===== config.mk =====
export PLATFORM = sky130hd
export DESIGN_NAME = host_bus_port
export DESIGN_NICKNAME = d
export VERILOG_FILES = /design/src/logic/host_bus_port.v
export VERILOG_INCLUDE_DIRS = /design/src /design/src/logic
export SDC_FILE = /design/constraint.sdc
export NUM_CORES = 1
export LEC_CHECK = 0
export ABC_CLOCK_PERIOD_IN_PS = 2600
export BUFFER_PORTS_ARGS = -buffer_cell sky130_fd_sc_hd__buf_2
export CORE_MARGIN = 4
export CORE_UTILIZATION = 51
export CTS_CLUSTER_DIAMETER = 60
export DETAILED_ROUTE_END_ITERATION = 8
export PLACE_DENSITY = 0.78
export SLEW_MARGIN = 20
export SYNTH_ARGS = -nofsm -noshare
export SYNTH_HDL_FRONTEND = slang
export SYNTH_SLANG_ARGS = --single-unit

===== constraint.sdc =====
create_clock -name clk -period 2.6 [get_ports clk]
set_input_delay 0.52 -clock clk [delete_from_list [all_inputs] [get_ports clk]]
set_output_delay 0.52 -clock clk [all_outputs]
set_load 0.02 [all_outputs]

===== src/logic/host_port_consts.vh =====
// constants for the local bus host port block
// assumes inclusion by the single design file of the block
`ifndef HOST_PORT_CONSTS_VH
`define HOST_PORT_CONSTS_VH

// register offset decode width
`define REG_OFFSET_BITS      12
// slave wait for delayed chip selects
`define SEL_WAIT_MAX         3
// master bus cycle timeout in clocks
`define MASTER_TIMEOUT       8'hFF
// strap decode: {burst_in_progress level, size bit 1}
`define STRAP_MASTER_CODE    2'h1
`define SIZE_STRAP_BIT       1

`endif


===== src/logic/host_bus_port.v =====
// local bus host port: arbitration, mastered cycles, slave capture
// assumes all local bus pins synchronous to clk; pads resolve enables
`timescale 1ns/10ps
`include "host_port_consts.vh"

// Function
// - master drives transaction code from the requesting target image field
// - transaction code uses the same cycle timing as the address
// - transfer start driven only while owning bus, low after clock edge
// - address, code, size, direction valid by next edge after start
// - transfer start driven high before release to high impedance
// - slave samples start each edge, captures address on that edge
// - chip selects accepted up to three wait states after start
// - register offset decoded from low twelve address bits only
// - master drives address after edge; slave samples it with start
// - bus busy asserted while owning, driven high before release
// - grant sampled on rising edge, joined with request, and with busy in synchronous mode only
// - optional asynchronous arbitration mode besides synchronous mode
// - master/slave mode strapped at reset from burst pin and size bit 1
// - slave asserts transfer error for a failed transaction
// - master samples transfer error input on rising edge
// - retry is acknowledge plus error together, both directions
// - bus request asserted and released from rising clock edges
// - slave ends cycles with acknowledge, driven high before release
module host_bus_port #(
	parameter ADDR_W = 32,
	parameter TC_W   = 4
) (
	// clock and reset
	input  wire              clk,
	input  wire              sys_rst,
	input  wire              clk_en,
	// internal master request
	input  wire              mreq_valid,
	output wire              mreq_ready,
	input  wire [ADDR_W-1:0] mreq_addr,
	input  wire [TC_W-1:0]   mreq_tc,
	input  wire [1:0]        mreq_size,
	input  wire              mreq_read,
	input  wire              async_arb,
	output reg               mdone_q,
	output reg  [1:0]        mresult_q,
	// internal slave side
	output reg               sreq_q,
	output reg               sreq_reg_q,
	output reg  [ADDR_W-1:0] saddr_q,
	output reg  [`REG_OFFSET_BITS-1:0] sreg_off_q,
	output reg  [TC_W-1:0]   stc_q,
	output reg  [1:0]        ssize_q,
	output reg               sread_q,
	input  wire              sresp_valid,
	input  wire [1:0]        sresp_kind,
	output reg               master_mode_q,
	// transfer start
	input  wire              transfer_start_n_i,
	output reg               transfer_start_n_o,
	output reg               transfer_start_n_oe,
	// address phase pins
	input  wire [ADDR_W-1:0] addr_i,
	output reg  [ADDR_W-1:0] addr_o,
	output reg               addr_oe,
	input  wire [TC_W-1:0]   transaction_code_i,
	output reg  [TC_W-1:0]   transaction_code_o,
	input  wire [1:0]        transfer_size_i,
	output reg  [1:0]        transfer_size_o,
	input  wire              read_write_i,
	output reg               read_write_o,
	// selects and strap
	input  wire              pci_select_n,
	input  wire              register_select_n,
	input  wire              burst_in_progress_n,
	// arbitration
	output reg               bus_request_n,
	input  wire              bus_grant_n,
	input  wire              bus_busy_n_i,
	output reg               bus_busy_n_o,
	output reg               bus_busy_n_oe,
	// termination
	input  wire              transfer_ack_n_i,
	output reg               transfer_ack_n_o,
	output reg               transfer_ack_n_oe,
	input  wire              transfer_error_n_i,
	output reg               transfer_error_n_o,
	output reg               transfer_error_n_oe
);

	// result codes
	localparam RES_OK    = 2'h0;
	localparam RES_ERR   = 2'h1;
	localparam RES_RETRY = 2'h2;
	localparam RES_TMO   = 2'h3;

	// master states
	localparam M_IDLE  = 3'h0;
	localparam M_REQ   = 3'h1;
	localparam M_START = 3'h2;
	localparam M_DATA  = 3'h3;
	localparam M_NEG   = 3'h4;

	// slave states
	localparam S_IDLE = 2'h0;
	localparam S_SEL  = 2'h1;
	localparam S_WAIT = 2'h2;
	localparam S_NEG  = 2'h3;

	// ********************************************************
	// pin synchronisers
	// ********************************************************
	// all pins pass two flops; costs two clocks of latency
	localparam SW = 9;
	wire [SW-1:0] raw = {transfer_start_n_i, pci_select_n,
		register_select_n, burst_in_progress_n, bus_grant_n,
		bus_busy_n_i, transfer_ack_n_i, transfer_error_n_i,
		read_write_i};
	reg  [SW-1:0] s1_q;
	reg  [SW-1:0] s2_q;
	reg  [ADDR_W+TC_W+1:0] b1_q;
	reg  [ADDR_W+TC_W+1:0] b2_q;

	// no reset on these stages: the strap is read through them at the
	// first edge after reset, so they must already hold the pin levels
	always @(posedge clk) begin
		if (clk_en) begin
			s1_q <= raw;
			s2_q <= s1_q;
			b1_q <= {addr_i, transaction_code_i, transfer_size_i};
			b2_q <= b1_q;
		end
	end

	wire ts_n   = s2_q[8];
	wire psel_n = s2_q[7];
	wire rsel_n = s2_q[6];
	wire bip_n  = s2_q[5];
	wire bg_n   = s2_q[4];
	wire bb_n   = s2_q[3];
	wire ta_n   = s2_q[2];
	wire tea_n  = s2_q[1];
	wire rw_s   = s2_q[0];

	// ********************************************************
	// select decode
	// ********************************************************
	// either select claims the cycle; register select names the kind
	wire sel_hit = !psel_n || !rsel_n;
	wire sel_reg = !rsel_n;

	// ********************************************************
	// reset strap
	// ********************************************************
	// read once; later changes of the pins have no effect
	reg strap_done_q;
	always @(posedge clk) begin
		if (sys_rst) begin
			strap_done_q  <= 1'b0;
			master_mode_q <= 1'b0;
		end else if (clk_en && !strap_done_q) begin
			strap_done_q  <= 1'b1;
			master_mode_q <= ({bip_n, b2_q[`SIZE_STRAP_BIT]} ==
				`STRAP_MASTER_CODE);
		end
	end

	// ********************************************************
	// master engine
	// ********************************************************
	reg [2:0] mst_q;
	// a silent slave would hold the bus forever; the timeout frees it
	// the far slave answers through the synchroniser, two clocks late
	reg [7:0] mcnt_q;
	// async mode skips the idle-busy check and reacts on grant alone
	wire bus_free = async_arb ? 1'b1 : bb_n;

	// one mastered cycle at a time, and only when strapped as master
	assign mreq_ready = (mst_q == M_IDLE) && strap_done_q &&
		master_mode_q;

	always @(posedge clk) begin
		if (sys_rst) begin
			mst_q               <= M_IDLE;
			mcnt_q              <= 8'h00;
			bus_request_n       <= 1'b1;
			bus_busy_n_o        <= 1'b1;
			bus_busy_n_oe       <= 1'b0;
			transfer_start_n_o  <= 1'b1;
			transfer_start_n_oe <= 1'b0;
			addr_o              <= {ADDR_W{1'b0}};
			addr_oe             <= 1'b0;
			transaction_code_o  <= {TC_W{1'b0}};
			transfer_size_o     <= 2'h0;
			read_write_o        <= 1'b1;
			mdone_q             <= 1'b0;
			mresult_q           <= RES_OK;
		end else if (clk_en) begin
			mdone_q <= 1'b0;
			case (mst_q)
			M_IDLE: begin
				if (mreq_valid && mreq_ready) begin
					bus_request_n <= 1'b0;
					mst_q         <= M_REQ;
				end
			end
			M_REQ: begin
				if (!bg_n && bus_free) begin
					bus_request_n       <= 1'b1;
					bus_busy_n_o        <= 1'b0;
					bus_busy_n_oe       <= 1'b1;
					transfer_start_n_o  <= 1'b0;
					transfer_start_n_oe <= 1'b1;
					addr_o              <= mreq_addr;
					transaction_code_o  <= mreq_tc;
					transfer_size_o     <= mreq_size;
					read_write_o        <= mreq_read;
					addr_oe             <= 1'b1;
					mst_q               <= M_START;
				end
			end
			M_START: begin
				// start low for exactly one clock, then driven high
				transfer_start_n_o <= 1'b1;
				mcnt_q             <= 8'h00;
				mst_q              <= M_DATA;
			end
			M_DATA: begin
				mcnt_q <= mcnt_q + 8'h01;
				if (!ta_n || !tea_n || mcnt_q == `MASTER_TIMEOUT) begin
					// retry outranks error when both lines come low
					if (!ta_n && !tea_n)
						mresult_q <= RES_RETRY;
					else if (!tea_n)
						mresult_q <= RES_ERR;
					else if (!ta_n)
						mresult_q <= RES_OK;
					else
						mresult_q <= RES_TMO;
					bus_busy_n_o        <= 1'b1;
					transfer_start_n_oe <= 1'b0;
					addr_oe             <= 1'b0;
					mst_q               <= M_NEG;
				end
			end
			M_NEG: begin
				bus_busy_n_oe <= 1'b0;
				mdone_q       <= 1'b1;
				mst_q         <= M_IDLE;
			end
			default: mst_q <= M_IDLE;
			endcase
		end
	end

	// ********************************************************
	// slave engine
	// ********************************************************
	reg [1:0] sst_q;
	reg [1:0] wcnt_q;
	// our own start comes back through the synchroniser; only a
	// foreign start seen while idle or requesting is captured
	wire mine = (mst_q == M_IDLE) || (mst_q == M_REQ);

	always @(posedge clk) begin
		if (sys_rst) begin
			sst_q               <= S_IDLE;
			wcnt_q              <= 2'h0;
			sreq_q              <= 1'b0;
			sreq_reg_q          <= 1'b0;
			saddr_q             <= {ADDR_W{1'b0}};
			sreg_off_q          <= {`REG_OFFSET_BITS{1'b0}};
			stc_q               <= {TC_W{1'b0}};
			ssize_q             <= 2'h0;
			sread_q             <= 1'b1;
			transfer_ack_n_o    <= 1'b1;
			transfer_ack_n_oe   <= 1'b0;
			transfer_error_n_o  <= 1'b1;
			transfer_error_n_oe <= 1'b0;
		end else if (clk_en) begin
			sreq_q <= 1'b0;
			case (sst_q)
			S_IDLE: begin
				if (!ts_n && mine) begin
					// capture on the edge that sees start low
					saddr_q <= b2_q[ADDR_W+TC_W+1:TC_W+2];
					sreg_off_q <= b2_q[TC_W+2+`REG_OFFSET_BITS-1:TC_W+2];
					// upper address bits never reach the decode
					stc_q   <= b2_q[TC_W+1:2];
					ssize_q <= b2_q[1:0];
					sread_q <= rw_s;
					// the start edge itself is the first select sample
					wcnt_q  <= 2'h1;
					if (sel_hit) begin
						sreq_q     <= 1'b1;
						sreq_reg_q <= sel_reg;
						sst_q      <= S_WAIT;
					end else begin
						sst_q <= S_SEL;
					end
				end
			end
			S_SEL: begin
				if (sel_hit) begin
					sreq_q     <= 1'b1;
					sreq_reg_q <= sel_reg;
					sst_q      <= S_WAIT;
				end else if (wcnt_q == `SEL_WAIT_MAX) begin
					sst_q <= S_IDLE; // not addressed to us
				end else begin
					wcnt_q <= wcnt_q + 2'h1;
				end
			end
			S_WAIT: begin
				// every answer drives both lines so neither floats
				if (sresp_valid) begin
					transfer_ack_n_oe   <= 1'b1;
					transfer_error_n_oe <= 1'b1;
					transfer_ack_n_o    <= (sresp_kind == RES_ERR);
					transfer_error_n_o  <= (sresp_kind == RES_OK);
					if (sresp_kind == RES_RETRY) begin
						transfer_ack_n_o   <= 1'b0;
						transfer_error_n_o <= 1'b0;
					end
					sst_q <= S_NEG;
				end
			end
			S_NEG: begin
				// one clock driven high before release, never left low
				if (!transfer_ack_n_o || !transfer_error_n_o) begin
					transfer_ack_n_o   <= 1'b1;
					transfer_error_n_o <= 1'b1;
				end else begin
					transfer_ack_n_oe   <= 1'b0;
					transfer_error_n_oe <= 1'b0;
					sst_q               <= S_IDLE;
				end
			end
			default: sst_q <= S_IDLE;
			endcase
		end
	end

endmodule


### Word level (Yosys, flattened, before mapping)

Cells that the tools add are included.
Widths: inputs -> output; s select.

| storage, ports and cells | value |
|---|---|
| register bits | 214 |

| operators by class | value |
|---|---|
| equal/unequal tests | 22 |
| reductions and logical operators | 45 |
| multiplexer cells | 47 |
| add/subtract/negate cells | 2 |

Operators with widths:

| operator | number |
|---|---|
| $mux 2 | 12 |
| $pmux 1 s2 | 10 |
| $reduce_and 4->1 | 5 |
| $mux 1 | 18 |
| $reduce_and 3->1 | 6 |
| $ne 2x2->1 const B | 8 |
| $pmux 8 s2 | 1 |
| $reduce_bool 2->1 | 7 |
| $pmux 3 s4 | 1 |
| $reduce_and 5->1 | 2 |
| $logic_not 1->1 | 9 |
| $mux 3 | 3 |
| $add 8x1->8 const B | 1 |
| $eq 2x2->1 const B | 4 |
| $eq 8x8->1 const B | 1 |
| $pmux 2 s4 | 1 |
| $logic_and 1x1->1 | 7 |
| $eq 2x1->1 const B | 3 |
| $eq 3x2->1 const B | 2 |
| $logic_or 1x1->1 | 5 |
| $logic_not 2->1 | 2 |
| $pmux 2 s2 | 1 |
| $eq 3x1->1 const B | 1 |
| $eq 3x3->1 const B | 1 |
| other kinds (5) | 5 |

### Longest topological paths before layout

Gate-level depths: netlist of run 1.

| depth | value |
|---|---|
| word-level depth | 6 |
| mapped depth | 7 |
| depth with buffers taken out | 5 |

### Worst setup path after synthesis of run 1

Ideal clock, no wire load.

| timing | value |
|---|---|
| kind | input -> register |
| start | input port clk_en |
| end | register sread_q |
| setup slack | 627 ps |
| setup time | 136 ps |
| arrival time | 1,837 ps |
| buffers on the path | 3 |
| cell stages on the path | 7 |
| cells stage by stage | buf_4 > or3b_1 > or4_4 > buf_6 > buf_6 > nand2_1 > nand3_1 |

| between the ends | value |
|---|---|
| cells in the longest elaborated chain, start to end | 1 |

RTL lines:

| what | line | source |
|---|---|---|
| start: declaration | host_bus_port.v:32 | `input wire clk_en,` |
| $reduce_and 3->1 (no line) | n/a |  |
| end signal: assignment | host_bus_port.v:287 | `sread_q <= rw_s;` |
| end: declaration | host_bus_port.v:50 | `output reg sread_q,` |

Every way passes these cells.
A chain may end at the register's enable or synchronous reset.

### Worst setup path after layout of run 1

| timing | value |
|---|---|
| start | register mst_q[0] |
| end | output port mreq_ready |

| between the ends | value |
|---|---|
| cells in the longest elaborated chain, start to end | 3 |

RTL lines:

| what | line | source |
|---|---|---|
| start: declaration | host_bus_port.v:167 | `reg [2:0] mst_q;` |
| start signal: assignment | host_bus_port.v:180 | `mst_q <= M_IDLE;` |
| start signal: assignment | host_bus_port.v:200 | `mst_q <= M_REQ;` |
| start signal: assignment | host_bus_port.v:215 | `mst_q <= M_START;` |
| $logic_not 3->1 | host_bus_port.v:175 | `assign mreq_ready = (mst_q == M_IDLE) && strap_done_q &&` |
| $logic_and 1x1->1 (2 in a row) | host_bus_port.v:175 |  |
| end: declaration | host_bus_port.v:35 | `output wire mreq_ready,` |

Every way passes these cells.

==> impl_metrics.csv, run 1 <==
group,metric,value,unit
run_status,run_status,"complete, no violations",
placed_design,pre_cts_ws,0.410,ns
floorplanning,die_x,126,um
global_routing,antenna_found_initial,0,
clock_tree,worst_skew_pair.late_latency,0.48,ns
logic_synthesis,synth_top_family_by_area,"simple AND/OR/NAND/NOR gates",
logic_synthesis,netlist_instances,624,
power_and_ir_drop,p_per_area,785,nW/um2
logic_synthesis,netlist_area,7090,um2
floorplanning,rows,42,
logic_synthesis,synth_flop_cell,"dfxtp_1",
timing,slew_violations,0,
global_routing,grt_usage,19.1,%
logic_synthesis,synthMuxAreaShare,0.300,%
logic_synthesis,yosysSeqAreaShare,70.3,%
power_and_ir_drop,power,6.92,mW
clock_tree,cts_buffers,21,
final_layout,n_antenna_cell,0,
final_layout,area_growth,24.3,%
floorplanning,core_area,13500,um2
timing,rsz0062_at_grt,"false",
route,first_iter_violations,330,
global_routing,grt_pass1_wl,25000,um
clock_tree,htree_levels,1,
job,drv_cap,0,
global_routing,grt-ovfl-total,0,
logic_synthesis,synth_compound_area_share,9.78,%
timing,finalCriticalPeriod,2.12,ns
logic_synthesis,synth_top_cell_by_area,"edfxtp_1",
route,wire_per_inst,15.8,um
timing,period_share,81.4,%
final_layout,layout.nets,902,
critical_path,worst_setup_path_end_kind,"output port",
final_layout,final_cell_mix,"198 x buf_2, 169 x nand2_1, 108 x dfxtp_1",
clock_tree,cts_tree,"built",
placed_design,dp_cells,956,
logic_synthesis,synth_cell_types,53,
floorplanning,start_util,52.7,%
timing,hold_violations,0,
timing,hold_slack,0.209,ns
clock_tree,cts_setup_buffers,0,
placed_design,gp_congestion,0.926,
timing,skew,0.0113,ns
global_routing,met3_usage,4.78,%
global_routing,met1_usage,25.1,%
power_and_ir_drop,leakagePower,3.62,nW
final_layout,stdcell_count,994,
global_routing,busiest_layer,"met2",
logic_synthesis,synth_seq_cells,202,
route,viasPerCell,5.25,
global_routing,grt_pass1_vias,4997,
critical_path,critical_path_required,2.08,ns
logic_synthesis,synth_fa_ha_area_share,0.882,%
final_layout,layout-drive-gt1-share,29.8,%
timing,maxSlewHeadroom,39.3,%
logic_synthesis,synth-simple-area-share,14.2,%
logic_synthesis,synth_edf_count,94,
logic_synthesis,avgSynthCellArea,11.4,um2
logic_synthesis,synth_xor_area_share,0.618,%
floorplanning,die_height,126,um
timing,tns,0,ns
route,wirelength,15700,um
placed_design,place_hpwl,10900,um
clock_tree,cts-root-buf,"clkbuf_16",
timing,setup_slack,0.484,ns
timing,setup_viol,0,
global_routing,grt.met2_usage,32.0,%
critical_path,worst_ep_arrival_time,1.60,ns
logic_synthesis,synthTopCellsByArea,"edfxtp_1 40%, dfxtp_1 30%, nand2_1 8.9%, a21oi_1 6.1%, clkbuf_1 1.6%",
global_routing,grt_max_degree,78,
clock_tree,cts_resized,0,
route,vias,5223,
critical_path,critPathLaunchType,"flop",
floorplanning,io_pins,201,
clock_tree,postCtsHoldBufs,0,
route,dr.pass1.iters,5,
placed_design,io_buffer_count,200,
timing,max_freq,473,MHz
logic_synthesis,synth_nets,723,
clock_tree,clkSinkCount,202,
route,route.detailed.drc,0,
critical_path,crit_type,"flop to output port",
critical_path,cp_max_fo,14,
final_layout,final_common_cell,"buf_2",
power_and_ir_drop,peakVddDrop,668,uV
timing,tightest_slew,0.910,ns
floorplanning,die_area,15900,um2
route,drtAntennaViolNets,0,
clock_tree,clock_path_buffers,3,
clock_tree,clkTransAtPathRegs,0.06,ns
logic_synthesis,async_flop_share,0,%
logic_synthesis,synth_top_area_share,39.8,%
logic_synthesis,ys_warn_count,0,
hold_path,hold_path.class,"input port to flop",
-- sequential cells by signal, indices dropped and copies added, names as in the netlist, 2 cells and up --
register,cells
addr_o,32
b1_q,38
b2_q,38
mcnt_q,8
mresult_q,2
mst_q,3
s1_q,9
s2_q,9
saddr_q,32
ssize_q,2
sst_q,2
stc_q,4
transaction_code_o,4
transfer_size_o,2
wcnt_q,2
-- per-stage QoR --
stage | utilization, % | cell area (um2)
3_5_place_dp | 60.3 | 8110
5_1_grt | 65.5 | 8810
4_1_cts | 65.5 | 8810
6_report | 65.5 | 8810
3_3_place_gp | 60.3 | 8110
2_1_floorplan | - | 7090
-- final cells by class --
cell class              instances  area, um2
well taps                     176        220
flip-flops and latches        202       4980
clock buffers                  32        648
clock inverters                 6       56.3
inverters                       5       18.8
multi-input cells             367       1830
repair buffers                206       1050
fillers                      1029       4640
-- logic make-up after synthesis --
| family | count (synthesis) |
|---|---|
| and+or+nand+nor | 232 |
| AOI/OAI and AO/OA | 123 |
| DFF | 202 |
| adders and majority gates | 5 |
| buffers and inverters | 55 |
| muxes | 2 |
| xor gates and xnor gates | 5 |
-- where the power goes --
part	internal [mW]	total [mW]	switching (mW)
clock network	1.82	2.95	1.13
registers	3.50	3.57	0.0713
logic	0.142	0.398	0.256
-- Yosys cell counts, types with 3 or more instances --
master,count
a21oi_1,87
a31oi_1,5
and3_1,3
buf_4,15
clkbuf_1,31
dfxtp_1,108
edfxtp_1,94
ha_1,5
inv_1,5
nand2_1,169
nand2b_1,5
nand3_1,9
nand4_1,5
nor2_1,19
nor3_1,5
o21ai_0,13
xor2_1,3
-- routing by layer --
layer	up-vias	routed length [um]	share of wire, %
li1	2510	-	-
met1	2439	6450	41
met2	252	7470	47
met3	22	1540	9.8
met4	0	271	1.7
met5	-	0	0
-- final timing paths --
kind,slack [ns],from,to,depth (start not counted)
max,0.48,mst_q[0],mreq_ready,3
min,0.21,addr_i[14],b1_q[20],1
max reg2reg,0.60,mst_q[1],saddr_q[8],4
min reg2reg,0.42,b1_q[34],b2_q[34],0
-- worst max-delay path, cell delays in order, from the launching register on --
cell and delay, ns:
dfxtp_1 0.57, nor2_1 0.15, and4b_1 0.24, buf_2 0.16
Note: power is estimated with default switching activity, not from simulation.
==> run 2, diff against run 1 <==
ABC_CLOCK_PERIOD_IN_PS = 1800   (was 2600)
CORE_UTILIZATION = 46   (was 51)
PLACE_DENSITY = 0.75   (was 0.78)
clock period = 1.8 ns   (was 2.6 ns; I/O delays follow)
==> impl_metrics.csv, run 2 (synthesized netlist as in run 1, its figures left out) <==
group,metric,value,unit
run_status,run_status,"complete, no violations",
route,route.detailed.drc,0,
final_layout,final_cell_mix,"197 x buf_2, 167 x nand2_1, 107 x dfxtp_1",
timing,period_share,98.2,%
clock_tree,cts_tree,"built",
global_routing,antenna_found_initial,1,
critical_path,slowest_delay,0.33,ns
route,vias,5161,
timing,skew,0.00505,ns
critical_path,crit_path_end,"mreq_ready",
power_and_ir_drop,power_frac_seq,50.2,%
power_and_ir_drop,swShare,21.8,%
clock_tree,htree_levels,1,
floorplanning,die_area,17500,um2
global_routing,grt_usage,16.3,%
critical_path,ff2ff_setup_slack,0.05,ns
final_layout,layout-drive-gt1-share,32.0,%
final_layout,layout.nets,921,
power_and_ir_drop,peakVddDrop,1110,uV
power_and_ir_drop,power.switching,2.24,mW
power_and_ir_drop,clkPwrFrac,44.0,%
power_and_ir_drop,p_int,8.03,mW
floorplanning,io_pins,201,
timing,slew_violations,0,
route,first_iter_violations,299,
timing,tightest_slew,0.965,ns
critical_path,cp-startpoint,"mst_q[1]",
global_routing,grt_pass1_wl,23900,um
critical_path,r2r_start,"mst_q[1]",
placed_design,place_hpwl,10400,um
global_routing,grt_max_degree,81,
critical_path,critPathLaunchType,"flop",
timing,hold_slack,0.0331,ns
critical_path,crit_top_cell,"buf_6",
power_and_ir_drop,pwr-share-comb,5.9,%
clock_tree,clock_path_buffers,3,
timing,finalCriticalPeriod,1.77,ns
critical_path,reg2reg_depth,4,
global_routing,grt-ovfl-total,0,
critical_path,critical_path_required,1.44,ns
clock_tree,cts_buffers,22,
power_and_ir_drop,power,10.3,mW
clock_tree,cts-root-buf,"clkbuf_16",
timing,maxSlewHeadroom,35.7,%
job,drv_cap,0,
floorplanning,rows,45,
route,drtAntennaViolNets,0,
power_and_ir_drop,leakagePower,3.73,nW
floorplanning,start_util,46.8,%
route,wirelength,15400,um
hold_path,hold_path.class,"input port to flop",
floorplanning,core_area,15100,um2
power_and_ir_drop,p_per_area,1130,nW/um2
route,dr.pass1.iters,5,
placed_design,io_buffer_count,200,
floorplanning,die_height,132,um
final_layout,reg_top3,"b1_q x38, b2_q x38",
critical_path,worst_setup_path_end_kind,"output port",
critical_path,cp_max_fo,9,
critical_path,rr_endpoint,"saddr_q[12]",
final_layout,area_growth,27.8,%
final_layout,n_antenna_cell,0,
final_layout,stdcell_count,1026,
placed_design,gp_congestion,0.803,
clock_tree,worst_skew_pair.late_latency,0.50,ns
timing,rsz0062_at_grt,"true",
floorplanning,die_x,132,um
timing,hold_violations,0,
route,viasPerCell,5.03,
placed_design,dp_cells,983,
clock_tree,clkSinkCount,202,
critical_path,crit_chain,"buf_6 > nor2_4 > and4b_1 > buf_6",
final_layout,final_common_cell,"buf_2",
route,wire_per_inst,15.0,um
clock_tree,clkTransAtPathRegs,0.06,ns
timing,max_freq,566,MHz
critical_path,crit_type,"flop to output port",
timing,tns,0,ns
critical_path,crit_slowest_cell,"dfxtp_2",
global_routing,grt_pass1_vias,4816,
timing,setup_viol,0,
critical_path,worst_ep_arrival_time,1.41,ns
run 2: changes by cell type in the layout (fill, tap and decap cells not counted), sizes merged:
cell	delta
clkinvlp	+1
clkbuf	-2
inv	-1
buf	+17
or4	+1
clkinv	+4
run 2: how the worst min path moves through the flow:
stage	slack, ns	endpoint	depth (start not counted)	startpoint
4_1_cts	0.008	b1_q[11]	1	addr_i[5]
2_1_floorplan	0.40	b2_q[0]	0	b1_q[0]
6_report	0.03	b1_q[14]	1	addr_i[8]
5_1_grt	0.007	s1_q[5]	1	burst_in_progress_n
3_3_place_gp	0.40	b2_q[21]	0	b1_q[21]
3_5_place_dp	0.40	b2_q[21]	0	b1_q[21]
run 2: final cells by class:
type / count / area, um2
clock buffer: 30 / 664
clock inverter: 10 / 97.6
fill: 1261 / 6080
inverter: 5 / 18.8
multi-input combinational: 368 / 1860
sequential: 202 / 4990
tap: 188 / 235
timing repair buffer: 223 / 1200
run 2: repair_timing:
| item | in CTS | in global routing |
|---|---|---|
| buffers inserted | 0 | 2 |
| pin swaps | 0 | 2 |
| gates resized for setup | 5 | 4 |
| hold buffers | 0 | 0 |
| gates cloned | 0 | 1 |
| endpoints found under the setup margin | 1 | 10 |
run 2: per-layer routing:
layer | GRT usage, % | routed length [um] | vias up | share of wire (%)
li1 | - | - | 2546 | -
met1 | 21.6 | 6530 | 2390 | 42
met2 | 26.7 | 7220 | 203 | 47
met3 | 5.04 | 1370 | 20 | 8.9
met4 | 3.56 | 247 | 2 | 1.6
met5 | 0 | 7 | - | 0.046
run 2: stage by stage:
stage	instance area (um2)	util (%)	setup slack [ns]
floorplan	7090	-	-0.00834
global placement	8250	54.5	-0.0514
detailed placement	8250	54.5	-0.0757
CTS	9030	59.6	0.0210
global route	9060	59.8	-0.0373
finish	9060	59.8	0.0317
run 2: power by group through the flow:
| stage | combinational, mW | clock [mW] | sequential [mW] |
|---|---|---|---|
| finish | 0.601 | 4.52 | 5.15 |
| global route | 0.665 | 4.82 | 5.18 |
| CTS | 0.598 | 4.62 | 5.15 |
| detailed placement | 0.596 | 0 | 5.25 |
| global placement | 0.585 | 0 | 5.24 |
| floorplan | 0.261 | 0 | 5.29 |
run 2: worst max-delay path: cells and delay by family (launching register included):
family / cells / cell delay (ns)
and+or+nand+nor: 2 / 0.32
DFF: 1 / 0.33
buffers and inverters: 2 / 0.26
